File: src/core/hpc_params.svh
`ifndef HPC_PARAMS_SVH
`define HPC_PARAMS_SVH

// byte offsets of the dwords and of the sub-dword fields in the controller register map
`define HPC_OFF_BASE_OFFSET 8'h00
`define HPC_OFF_SLOTS_AVAILABLE_FIRST 8'h04
`define HPC_OFF_SLOTS_AVAILABLE_SECOND 8'h08
`define HPC_OFF_SLOT_LAYOUT 8'h0c
`define HPC_OFF_BUS_MODE 8'h10
`define HPC_OFF_MSG_NUM 8'h12
`define HPC_OFF_FORMAT_ID 8'h13
`define HPC_OFF_CMD 8'h14
`define HPC_OFF_CMD_STATE 8'h16
`define HPC_OFF_INT_MAP 8'h18
`define HPC_OFF_SERR_MAP 8'h1c
`define HPC_OFF_ERR_ENABLE 8'h20
`define HPC_OFF_LSLOT_FIRST 8'h24
`define HPC_OFF_LSLOT_LAST 8'h38

// slot layout field positions
`define HPC_BIT_ATTN_BUTTON 31
`define HPC_BIT_LATCH_SENSOR 30
`define HPC_BIT_LABEL_DIR 29
`define HPC_PSL_MSB 26
`define HPC_PSL_LSB 16
`define HPC_FDN_MSB 12
`define HPC_FDN_LSB 8
`define HPC_CNT_MSB 4
`define HPC_CNT_LSB 0
`define HPC_LAYOUT_WMASK 32'he7ff1f1f

// reset values
`define HPC_RST_WORD 32'h00000000
`define HPC_RST_FORMAT_ID 8'h01
`define HPC_RST_ERR_ENABLE 32'h0000000f
`define HPC_RST_LSLOT_HIGH 16'h8f00

// error enable layout: rw mask bits and w1c sticky event bits
`define HPC_ERR_RW_MASK 32'h0000000f
`define HPC_ERR_W1C_MASK 32'h00030000
`define HPC_ERR_EVT_LSB 16

// command state bits
`define HPC_STS_BUSY 0

`endif

File: src/core/hpc_pkg.sv
package hpc_pkg;
  typedef logic [31:0] hpc_word_t;
  typedef logic [3:0] hpc_be_t;
  typedef logic [10:0] hpc_label_t;
  typedef logic [2:0] hpc_slot_idx_t;
endpackage : hpc_pkg

File: src/core/hpc_slot_if.sv
`timescale 1ns/1ps
interface hpc_slot_if;
  import hpc_pkg::*;
  logic wrEn;
  hpc_slot_idx_t wrIdx;
  hpc_word_t wrData;
  hpc_be_t wrBe;
  hpc_slot_idx_t rdIdx;
  hpc_word_t rdData;
  modport ctl (output wrEn, output wrIdx, output wrData, output wrBe, output rdIdx, input rdData);
  modport mem (input wrEn, input wrIdx, input wrData, input wrBe, input rdIdx, output rdData);
endinterface : hpc_slot_if

File: src/core/hpc_config_regs.sv
`timescale 1ns/1ps
`include "hpc_params.svh"
module hpc_config_regs
  import hpc_pkg::*;
#(
  parameter int SLOTS = 6,
  parameter logic [4:0] HW_SLOT_COUNT = 5'h06
) (
  input wire logic mclk,
  input wire logic rst_b,
  input wire logic regReq,
  input wire logic regWr,
  input wire logic regCfgSpace,
  input wire logic [7:0] regAddr,
  input wire hpc_be_t regBe,
  input wire hpc_word_t regWrData,
  output hpc_word_t regRdData,
  output logic regAck,
  input wire logic [2:0] busSpeedMode,
  input wire logic [4:0] msgNumber,
  input wire hpc_word_t intSourceMap,
  input wire hpc_word_t serrSourceMap,
  input wire logic [1:0] errEvent,
  input wire logic cmdDone,
  output logic cmdStart,
  output logic [7:0] commandCode,
  output logic [4:0] targetSlot,
  output logic attentionButtonPresent,
  output logic latchSensorPresent,
  output logic [4:0] firstSlotDeviceNumber,
  output logic [4:0] slotCount,
  output logic hotPlugCapPresent,
  output hpc_label_t slotLabel [SLOTS],
  output logic [3:0] errIntEnable
);
  hpc_slot_if slotBus ();

  hpc_slot_mem #(
    .SLOTS(SLOTS)
  ) u_slot_mem (
    .mclk(mclk),
    .rst_b(rst_b),
    .bus(slotBus)
  );

  hpc_word_t availFirst_ff, nxt_availFirst;
  hpc_word_t availSecond_ff, nxt_availSecond;
  hpc_word_t layout_ff, nxt_layout;
  logic [2:0] locked_ff, nxt_locked;
  logic [15:0] cmd_ff, nxt_cmd;
  logic [15:0] cmdState_ff, nxt_cmdState;
  hpc_word_t errEnable_ff, nxt_errEnable;
  logic cmdStart_ff, nxt_cmdStart;
  logic ack_ff, nxt_ack;
  logic rdFromMem_ff, nxt_rdFromMem;
  hpc_word_t rdHold_ff, nxt_rdHold;
  hpc_label_t label_ff [SLOTS];
  hpc_label_t nxt_label [SLOTS];
  logic capPresent_ff, nxt_capPresent;
  logic [4:0] effCount;
  logic isLslot;
  hpc_slot_idx_t lslotIdx;

  // byte-lane merge, shared by the write-once words and the error enable
  function automatic hpc_word_t merge(input hpc_word_t old, input hpc_word_t wdata, input hpc_be_t be,
                                      input hpc_word_t wmask);
    hpc_word_t res;
    res = old;
    for (int b = 0; b < 4; b++) begin
      if (be[b]) begin
        res[b*8 +: 8] = (wdata[b*8 +: 8] & wmask[b*8 +: 8]) | (old[b*8 +: 8] & ~wmask[b*8 +: 8]);
      end
    end
    return res;
  endfunction : merge

  // external label of slot n: base label stepped by n in the chosen direction
  function automatic hpc_label_t labelOf(input hpc_label_t base, input logic up, input int n);
    hpc_label_t step;
    step = hpc_label_t'(n);
    return up ? hpc_label_t'(base + step) : hpc_label_t'(base - step);
  endfunction : labelOf

  // a zero stored count is never shown; the strapped count stands in
  assign effCount = (layout_ff[`HPC_CNT_MSB:`HPC_CNT_LSB] != 5'h00) ?
                    layout_ff[`HPC_CNT_MSB:`HPC_CNT_LSB] : HW_SLOT_COUNT;

  // logical slot window decode
  always_comb begin
    isLslot = (regAddr[7:2] >= 6'(`HPC_OFF_LSLOT_FIRST >> 2)) &&
              (regAddr[7:2] <= 6'(`HPC_OFF_LSLOT_LAST >> 2));
    lslotIdx = hpc_slot_idx_t'(regAddr[7:2] - 6'(`HPC_OFF_LSLOT_FIRST >> 2));
  end

  assign slotBus.wrEn = regReq && regWr && isLslot;
  assign slotBus.wrIdx = lslotIdx;
  assign slotBus.wrData = regWrData;
  assign slotBus.wrBe = regBe;
  assign slotBus.rdIdx = lslotIdx;

  // write side: write-once words, command, error enable
  always_comb begin
    logic wr;
    logic [7:0] dw;
    wr = regReq && regWr;
    dw = {regAddr[7:2], 2'b00};
    nxt_availFirst = availFirst_ff;
    nxt_availSecond = availSecond_ff;
    nxt_layout = layout_ff;
    nxt_locked = locked_ff;
    nxt_cmd = cmd_ff;
    nxt_cmdState = cmdState_ff;
    nxt_errEnable = errEnable_ff;
    nxt_cmdStart = 1'b0;
    // a later write is dropped silently until reset
    if (wr && (dw == `HPC_OFF_SLOTS_AVAILABLE_FIRST) && !locked_ff[0] && (regBe != 4'h0)) begin
      nxt_availFirst = merge(availFirst_ff, regWrData, regBe, 32'hffffffff);
      nxt_locked[0] = 1'b1;
    end
    if (wr && (dw == `HPC_OFF_SLOTS_AVAILABLE_SECOND) && !locked_ff[1] && (regBe != 4'h0)) begin
      nxt_availSecond = merge(availSecond_ff, regWrData, regBe, 32'hffffffff);
      nxt_locked[1] = 1'b1;
    end
    // reserved bits of the layout word stay zero
    if (wr && (dw == `HPC_OFF_SLOT_LAYOUT) && !locked_ff[2] && (regBe != 4'h0)) begin
      nxt_layout = merge(layout_ff, regWrData, regBe, `HPC_LAYOUT_WMASK);
      nxt_locked[2] = 1'b1;
    end
    // command code lane starts the command; target slot may be written alone
    if (wr && (dw == `HPC_OFF_CMD)) begin
      nxt_cmd[7:0] = regBe[0] ? regWrData[7:0] : cmd_ff[7:0];
      nxt_cmd[12:8] = regBe[1] ? regWrData[12:8] : cmd_ff[12:8];
      nxt_cmdStart = regBe[0];
    end
    // busy: start sets, done clears, start wins a tie
    if (cmdDone) begin
      nxt_cmdState[`HPC_STS_BUSY] = 1'b0;
    end
    if (nxt_cmdStart) begin
      nxt_cmdState[`HPC_STS_BUSY] = 1'b1;
    end
    if (wr && (dw == `HPC_OFF_ERR_ENABLE)) begin
      nxt_errEnable = merge(errEnable_ff, regWrData, regBe, `HPC_ERR_RW_MASK);
      for (int b = 0; b < 4; b++) begin
        if (regBe[b]) begin
          nxt_errEnable[b*8 +: 8] = nxt_errEnable[b*8 +: 8] & ~(regWrData[b*8 +: 8] & 8'(`HPC_ERR_W1C_MASK >> (b*8)));
        end
      end
    end
    // an event landing with its clear still sets the flag
    nxt_errEnable[`HPC_ERR_EVT_LSB +: 2] = nxt_errEnable[`HPC_ERR_EVT_LSB +: 2] | errEvent;
  end

  always_ff @(posedge mclk or negedge rst_b) begin
    if (!rst_b) begin
      availFirst_ff <= `HPC_RST_WORD;
      availSecond_ff <= `HPC_RST_WORD;
      layout_ff <= `HPC_RST_WORD;
      locked_ff <= 3'h0;
      cmd_ff <= 16'h0000;
      cmdState_ff <= 16'h0000;
      errEnable_ff <= `HPC_RST_ERR_ENABLE;
      cmdStart_ff <= 1'b0;
    end else begin
      availFirst_ff <= nxt_availFirst;
      availSecond_ff <= nxt_availSecond;
      layout_ff <= nxt_layout;
      locked_ff <= nxt_locked;
      cmd_ff <= nxt_cmd;
      cmdState_ff <= nxt_cmdState;
      errEnable_ff <= nxt_errEnable;
      cmdStart_ff <= nxt_cmdStart;
    end
  end

  // read side: word held one cycle, answered with ack
  always_comb begin
    logic [7:0] dw;
    dw = {regAddr[7:2], 2'b00};
    nxt_ack = regReq;
    nxt_rdFromMem = regReq && !regWr && isLslot;
    nxt_rdHold = `HPC_RST_WORD;
    if (regReq && !regWr) begin
      case (dw)
        // working set starts right at the base address
        `HPC_OFF_BASE_OFFSET: nxt_rdHold = `HPC_RST_WORD;
        `HPC_OFF_SLOTS_AVAILABLE_FIRST: nxt_rdHold = availFirst_ff;
        `HPC_OFF_SLOTS_AVAILABLE_SECOND: nxt_rdHold = availSecond_ff;
        `HPC_OFF_SLOT_LAYOUT: nxt_rdHold = {layout_ff[31:5], effCount};
        `HPC_OFF_BUS_MODE: nxt_rdHold = {`HPC_RST_FORMAT_ID, 3'h0, msgNumber, 13'h0000, busSpeedMode};
        `HPC_OFF_CMD: nxt_rdHold = {cmdState_ff, cmd_ff};
        `HPC_OFF_INT_MAP: nxt_rdHold = intSourceMap;
        `HPC_OFF_SERR_MAP: nxt_rdHold = serrSourceMap;
        `HPC_OFF_ERR_ENABLE: nxt_rdHold = errEnable_ff;
        default: nxt_rdHold = `HPC_RST_WORD; // unmapped reads zero
      endcase
    end
  end

  always_ff @(posedge mclk or negedge rst_b) begin
    if (!rst_b) begin
      ack_ff <= 1'b0;
      rdFromMem_ff <= 1'b0;
      rdHold_ff <= `HPC_RST_WORD;
    end else begin
      ack_ff <= nxt_ack;
      rdFromMem_ff <= nxt_rdFromMem;
      rdHold_ff <= nxt_rdHold;
    end
  end

  // labels and capability flag registered so outputs do not glitch
  always_comb begin
    for (int i = 0; i < SLOTS; i++) begin
      nxt_label[i] = labelOf(layout_ff[`HPC_PSL_MSB:`HPC_PSL_LSB], layout_ff[`HPC_BIT_LABEL_DIR], i);
    end
    nxt_capPresent = (effCount != 5'h00);
  end

  always_ff @(posedge mclk or negedge rst_b) begin
    if (!rst_b) begin
      for (int i = 0; i < SLOTS; i++) begin
        label_ff[i] <= 11'h000;
      end
      capPresent_ff <= 1'b0;
    end else begin
      for (int i = 0; i < SLOTS; i++) begin
        label_ff[i] <= nxt_label[i];
      end
      capPresent_ff <= nxt_capPresent;
    end
  end

  // both read sources are flops; memory word picked only for its window
  assign regRdData = rdFromMem_ff ? slotBus.rdData : rdHold_ff;
  assign regAck = ack_ff;
  assign cmdStart = cmdStart_ff;
  assign commandCode = cmd_ff[7:0];
  assign targetSlot = cmd_ff[12:8];
  assign attentionButtonPresent = layout_ff[`HPC_BIT_ATTN_BUTTON];
  assign latchSensorPresent = layout_ff[`HPC_BIT_LATCH_SENSOR];
  assign firstSlotDeviceNumber = layout_ff[`HPC_FDN_MSB:`HPC_FDN_LSB];
  assign slotCount = effCount;
  assign hotPlugCapPresent = capPresent_ff;
  assign slotLabel = label_ff;
  assign errIntEnable = errEnable_ff[3:0];
endmodule : hpc_config_regs

File: src/core/hpc_slot_mem.sv
`timescale 1ns/1ps
`include "hpc_params.svh"
module hpc_slot_mem
  import hpc_pkg::*;
#(
  parameter int SLOTS = 6
) (
  input wire logic mclk,
  input wire logic rst_b,
  hpc_slot_if.mem bus
);
  hpc_word_t mem_ff [SLOTS];
  hpc_word_t nxt_mem [SLOTS];
  hpc_word_t rdData_ff;
  hpc_word_t nxt_rdData;

  // byte-lane merge of the write word; read is registered
  always_comb begin
    for (int i = 0; i < SLOTS; i++) begin
      nxt_mem[i] = mem_ff[i];
      if (bus.wrEn && (int'(bus.wrIdx) == i)) begin
        for (int b = 0; b < 4; b++) begin
          if (bus.wrBe[b]) begin
            nxt_mem[i][b*8 +: 8] = bus.wrData[b*8 +: 8];
          end
        end
      end
    end
    nxt_rdData = (int'(bus.rdIdx) < SLOTS) ? mem_ff[bus.rdIdx] : `HPC_RST_WORD;
  end

  // lower half resets to the slot's own ordinal, one-based
  always_ff @(posedge mclk or negedge rst_b) begin
    if (!rst_b) begin
      for (int i = 0; i < SLOTS; i++) begin
        mem_ff[i] <= {`HPC_RST_LSLOT_HIGH, 16'(i + 1)};
      end
      rdData_ff <= `HPC_RST_WORD;
    end else begin
      for (int i = 0; i < SLOTS; i++) begin
        mem_ff[i] <= nxt_mem[i];
      end
      rdData_ff <= nxt_rdData;
    end
  end

  assign bus.rdData = rdData_ff;
endmodule : hpc_slot_mem

File: config.mk
export PLATFORM = sky130hd
export DESIGN_NAME = hpc_config_regs
export DESIGN_NICKNAME = d
export VERILOG_FILES = /design/src/core/hpc_pkg.sv /design/src/core/hpc_slot_if.sv /design/src/core/hpc_config_regs.sv /design/src/core/hpc_slot_mem.sv
export VERILOG_INCLUDE_DIRS = /design/src /design/src/core
export SDC_FILE = /design/constraint.sdc
export NUM_CORES = 1
export LEC_CHECK = 0
export BUFFER_PORTS_ARGS = -buffer_cell sky130_fd_sc_hd__buf_4
export CAP_MARGIN = 20
export CORE_ASPECT_RATIO = 0.7
export CORE_MARGIN = 2
export CORE_UTILIZATION = 58
export DETAILED_ROUTE_END_ITERATION = 10
export GPL_TIMING_DRIVEN = 0
export PLACE_DENSITY_LB_ADDON = 0.08
export SLEW_MARGIN = 0
export SYNTH_ARGS = -nofsm -noshare
export SYNTH_HDL_FRONTEND = slang
export SYNTH_SLANG_ARGS = --single-unit
File: constraint.sdc
create_clock -name mclk -period 3.1 [get_ports mclk]
set_input_delay 0.775 -clock mclk [delete_from_list [all_inputs] [get_ports mclk]]
set_output_delay 0.775 -clock mclk [all_outputs]
set_load 0.01 [all_outputs]
==> impl_metrics.ini, run 1 <==
[sta]
hold_violations = 0
post-route-min-period_ps = 3030
worstMarginPinSlew_ps = 1060
finalClockSkew_ps = 26.1
slew_violations = 0
setup_violations = 0
max_freq_ghz = 0.330
period_share_pct = 97.8
whs_ps = 223
rsz0062_at_grt = true
slew_headroom_pct = 29.5

[synth]
postSynthCellCount = 1374
ys_ff_latch = 431
synth_flop_cell = dfrtp_1
synth_warnings = 0
async_flop_share_pct = 100
synth_top_area_share_pct = 50.9
synth.avg_cell_area_um2 = 13.9
synth_edf_count = 0
netlist_area_um2 = 19100
yosys-top-cells-count = 388 x dfrtp_1, 296 x mux2_2, 61 x nand2_1
synth_area_leaders = dfrtp_1 51%, mux2_2 17%, dfstp_2 5.9%, mux4_2 3.8%, a22oi_1 1.9%
synth_area_leader_cell = dfrtp_1
yosysMostFrequentCell = dfrtp_1
syn-num-nets = 1519
yosysUniqueCellTypes = 55
yosysSeqAreaShare_pct = 56.8

[setup_path]
slowest_delay_ps = 420
crit_type = register to output pin
critPathTopFamily = buffers and inverters
critPathArrivalTime_ps = 2260
cp_data_required_time_ps = 2320
cp_slowest_cell = buf_2
start_kind = register
cp-end-kind = output pin
cp_num_buf_inv = 3
path_max_fanout = 10
path_cells = clkbuf_1, buf_2, mux2_2, buf_4

[placement]
dp_hpwl_mm = 38.0
port_buffers = 238
gp_congestion = 0.910

[layout]
multi_input_area_um2 = 7780
area_growth_pct = 20.4
nets = 1805
fillers = 2287
drive_gt1_share_pct = 45.3
regArea_um2 = 10800

[die]
die-area_um2 = 34400
ioPinCount = 254
dieHeight_um = 156
start_util_pct = 59.0
rows = 55
core-area_um2 = 32300
die_w_um = 221

[pwr]
switchingPower_mw = 3.10
leakage_nw = 11.1
pwr-share-seq_pct = 49.1
p_clk_share_pct = 39.2
ir_drop_mv = 0.499
powerDensity_nw_per_um2 = 544
combPwrFrac_pct = 11.7
p_int_mw = 9.40
total_power_mw = 12.5
sw_frac_of_total_pct = 24.8

[clock_tree]
cts.clk_slew.worst_paths_ps = 70
cts_sinks = 431
htree_levels = 2
tritoncts = built
cts_root_buf = clkbuf_16
clockBufferDepth = 3
clk_latency_ps = 550
cts_hold_buf = 0
numCtsBuffers = 40

[global_route]
busiest_layer = met2
gr-total-overflow = 0
grtUsageMet2_pct = 47.0
grt.met3_usage_pct = 7.80
grt_antenna_before_repair = 5
grt_use_met1_pct = 45.7
grt_max_degree = 124
grt_pass1_vias = 13171
grt.total_usage_pct = 31.2
grt_pass1_wl_mm = 80.8

[drt]
drcViolationCount = 0
vias = 12972
dr.pass1.iters = 7
vias_per_cell = 6.10
drt_iter0_drc = 1330
wl_per_cell_um = 25.0
ant_nets = 0
routed_wl_mm = 53.2

[run]
maxCapViolCount = 0

[run_status]
outcome = complete, no violations

[hold_path]
hp-class = primary input to asynchronous set/reset pin
kinds of logic (layout without fill, tap and decap cells):
family	after synthesis	in the layout	share of synthesized area, %
buf+inv	122	440	2.85
compound gates	214	214	7.84
flops	431	431	56.8
simple gates	152	152	4.33
other cells	1	7	0.0196
xor+xnor	43	43	1.97
fa+ha+maj	21	21	1.53
mux	390	390	24.7
worst register-to-register path, stage by stage, from the launching register on:
cell      delay [ps]
dfrtp_1          470
inv_1            310
ha_1             380
clkbuf_1         430
nand2_1          230
o21ai_0          460
o21ba_2          240
xnor2_1          120
final timing paths:
| kind | from | end | slack (ps) | cells after the start |
|---|---|---|---|---|
| hold reg to reg | layout_ff[25] | slotLabel[64] | 450 | 0 |
| setup reg to reg | layout_ff[29] | slotLabel[7] | 330 | 7 |
| max in group asynchronous | rst_b | u_slot_mem.bus.rdData[12] | 1820 | 2 |
| hold / removal | rst_b | slotLabel[25] | 220 | 1 |
| setup / recovery | rdFromMem_ff | regRdData[1] | 70 | 4 |
| min in group mclk | regReq | regAck | 350 | 1 |
state kept, by name, summed over array words and instances, names as in the netlist:
register	cells
cmdStart	1
regAck	1
cmdState_ff	1
availFirst_ff	32
u_slot_mem.mem_ff	192
errEnable_ff	6
cmd_ff	13
slotLabel	60
u_slot_mem.bus.rdData	32
rdFromMem_ff	1
hotPlugCapPresent	1
rdHold_ff	32
locked_ff	3
availSecond_ff	32
layout_ff	24
metal layers:
layer  share of wire (%)  vias up
li1                    -     5608
met1                  44     6743
met3                 8.3       90
met5               0.023        -
met4                 2.3        2
met2                  45      529
power groups by stage:
| stage | clock, mW | combinational, mW | sequential, mW |
|---|---|---|---|
| detailed placement | 0 | 1.44 | 6.24 |
| CTS | 4.97 | 1.46 | 6.14 |
| floorplan | 0 | 0.628 | 6.26 |
| global placement | 0 | 1.39 | 6.23 |
| global route | 5.20 | 1.57 | 6.17 |
| finish | 4.90 | 1.46 | 6.14 |
layout by cell type, fill, tap and decap left out, types with 4 or more instances in the layout:
cell       netlist  routed
mux4_2          32      32
buf_4           15     256
clkbuf_1        48      54
o31ai_1         32      32
a22oi_1         49      49
mux2_2         296     296
o21ai_0         24      24
clkbuf_4         0      11
xnor2_1         25      25
a222oi_1        21      21
nand2_1         61      59
nand4_1          4       4
buf_2           24      17
nor3_4           0       4
inv_1           14      14
diode_2          0       6
clkbuf_16        0      42
a21o_1           7       7
nand3_1         13      10
mux2_1          29      29
nor2_1          18      17
nor3_2          12       9
nor2_4           3       5
mux2i_1         33      33
fa_1             4       4
clkinv_2         0       8
nand3_2          4       7
buf_1           21      13
and2_1          12      12
clkbuf_2         0       8
xor2_1          18      18
a21oi_1         51      51
dfstp_2         43      43
a221oi_1         4       4
ha_1            17      17
a31oi_1         10      10
dfrtp_1        388     388
clkbuf_8         0       8
o21bai_1         4       4
stage by stage:
step	area, um2	cells	setup TNS [ps]	util (%)	worst slack, ps
2_1_floorplan	19100	1374	0	-	64.5
3_3_place_gp	21400	2039	-1338350	66.2	-2930
3_5_place_dp	21500	2042	-165830	66.5	-1000
4_1_cts	22900	2117	0	70.7	1.41
5_1_grt	23000	2120	-0.785	71.0	-0.785
6_report	23000	2125	0	71.1	68.7
what timing repair did:
action | 4_1_cts | 5_1_grt
buffers inserted | 1 | 2
pin swaps | 2 | 2
gates resized for setup | 18 | 34
gates cloned | 0 | 0
setup endpoints to repair | 161 | 224
hold endpoints to repair | 0 | 0
cell type report:
type	instances	area share [%]
inverter	14	0.229
tap	427	2.32
clock inverter	10	0.376
timing repair buffer	244	8.32
antenna	6	0.0653
clock buffer	64	5.28
multi-input combinational	821	33.8
buffer	108	2.42
sequential	431	47.2
Power figures use the tool's default switching activity.
==> run 2, diff against run 1 <==
--- a/config.mk
+++ b/config.mk
@@ -10,7 +10,7 @@
 export CAP_MARGIN = 20
 export CORE_ASPECT_RATIO = 0.7
 export CORE_MARGIN = 2
-export CORE_UTILIZATION = 58
+export CORE_UTILIZATION = 50
 export DETAILED_ROUTE_END_ITERATION = 10
 export GPL_TIMING_DRIVEN = 0
 export PLACE_DENSITY_LB_ADDON = 0.08
==> run 2 against run 1 <==
Compared with the run above:
- the run now ends with setup timing left
- clock-buffer cell count down 2
- final area is 1.9% higher
- setup slack worse by 93 ps
- critical endpoint is now rdHold_ff[20]
- largest power group unchanged
==> impl_metrics.ini, run 2 (synthesis results as in run 1) <==
[pwr]
leakage_nw = 11.2
total_power_mw = 13.4
ir_drop_mv = 0.481
powerDensity_nw_per_um2 = 571

[setup_path]
critPathArrivalTime_ps = 3590
reg2reg_to = slotLabel[43]
rrSetupSlack_ps = 180
cp_data_required_time_ps = 3570
crit_type = primary input to register
slowest_delay_ps = 720
path_cells = buf_4, nor3_2, buf_2, nand2_1, nor2_1, clkbuf_1, a222oi_1, a21oi_1
cp_slowest_cell = clkbuf_1
path_max_fanout = 10
startpoint = regAddr[5]
reg2regPathDepth = 7
crit_path_end = rdHold_ff[20]
start_kind = primary input
r2r_start = layout_ff[29]
cp-end-kind = register

[layout]
largest_reg_flops = 192
final_util_pct = 62.6
final_common_cell = dfrtp_1
instances_no_fill = 2191
drive_gt1_share_pct = 46.1
nets = 1810
mostFrequentLayoutCells = 388 x dfrtp_1, 296 x mux2_2, 264 x buf_4
top_register = u_slot_mem.mem_ff
area_growth_pct = 22.7

[sta]
period_share_pct = 101
worstMarginPinSlew_ps = 1100
hold_violations = 0
slew_violations = 0
max_freq_ghz = 0.320
post-route-min-period_ps = 3120
slew_headroom_pct = 26.9
worst_slack_ps = -24.0
rsz0062_at_grt = true
fin_setup_tns_ps = -32.3
finalClockSkew_ps = 11.1
setup_violations = 3

[run_status]
outcome = complete, but fails checks
violations = setup timing

[drt]
vias = 13073
wl_per_cell_um = 25.9
drt_iter0_drc = 1248
routed_wl_mm = 56.9
dr.pass1.iters = 6
vias_per_cell = 5.97
ant_nets = 0
drcViolationCount = 0

[placement]
placed_cells = 2104
port_buffers = 238
dp_hpwl_mm = 39.1
gp_congestion = 0.922
dp_slack_ps = -1030

[clock_tree]
clockBufferDepth = 3
cts_sinks = 431
cts_hold_buf = 0
tritoncts = built
cts.clk_slew.worst_paths_ps = 60
htree_levels = 2
cts_root_buf = clkbuf_16
clk_latency_ps = 550
numCtsBuffers = 43

[global_route]
grt.total_usage_pct = 28.6
grt_antenna_before_repair = 7
grt_max_degree = 123
grt_pass1_vias = 13175
grt_pass1_wl_mm = 84.5
gr-total-overflow = 0

[die]
die_w_um = 238
dieHeight_um = 167
ioPinCount = 254
core-area_um2 = 37400
die-area_um2 = 39800
start_util_pct = 51.0
rows = 59

[run]
maxCapViolCount = 0

[hold_path]
hp-class = primary input to asynchronous set/reset pin
[run 2: cell count changes in the layout (fill, tap and decap cells not counted), sizes merged]
cell	change
clkbuf	-9
clkinvlp	+1
clkinv	-3
buf	+9
bufinv	+7
[run 2: worst min-delay path by stage]
stage	to	start	slack, ps
2_1_floorplan	slotLabel[59]	layout_ff[20]	400
3_3_place_gp	slotLabel[64]	layout_ff[25]	420
3_5_place_dp	slotLabel[64]	layout_ff[25]	430
4_1_cts	rdHold_ff[30]	rst_b	260
5_1_grt	availSecond_ff[31]	rst_b	280
6_report	rdHold_ff[30]	rst_b	230
[run 2: per-stage QoR]
step                area [um2]  hold WS (ps)
CTS                      23300           262
floorplan                19100           395
global route             23400           281
global placement         21500           423
finish                   23400           231
detailed placement       21600           428
[run 2: power by group]
part	internal [mW]	leakage (nW)	switching [mW]
registers	5.97	5.72	0.168
clock network	3.54	0.766	2.25
logic	0.652	4.74	0.803
total	10.2	11.2	3.22
[run 2: critical path: cells and delay by family]
| family | cells | cell delay (ps) |
|---|---|---|
| compound gates | 2 | 540 |
| buf+inv | 3 | 1230 |
| simple gates | 3 | 1040 |
[run 2: cell type report]
cell class,instances,area [um2]
Antenna cell,6,15.0
Buffer,105,569
Clock buffer,62,1280
Clock inverter,15,282
Fill cell,2945,14000
Inverter,14,52.6
Multi-Input combinational cell,821,7790
Sequential cell,431,10800
Tap cell,488,611
Timing Repair Buffer,249,1990
[run 2: repair_timing]
| action | 4_1_cts | 5_1_grt |
|---|---|---|
| pin swaps | 4 | 4 |
| setup endpoints to repair | 265 | 179 |
| buffers inserted | 3 | 3 |
| endpoints found under the hold margin | 0 | 0 |
| resized for setup | 38 | 32 |
[run 2: per-layer routing]
layer	track usage, %	up-vias	wire length, um
met5	0	-	16
met4	7.90	2	1460
met3	6.82	94	4370
met2	41.2	485	24900
met1	43.4	6873	26100
li1	-	5619	-
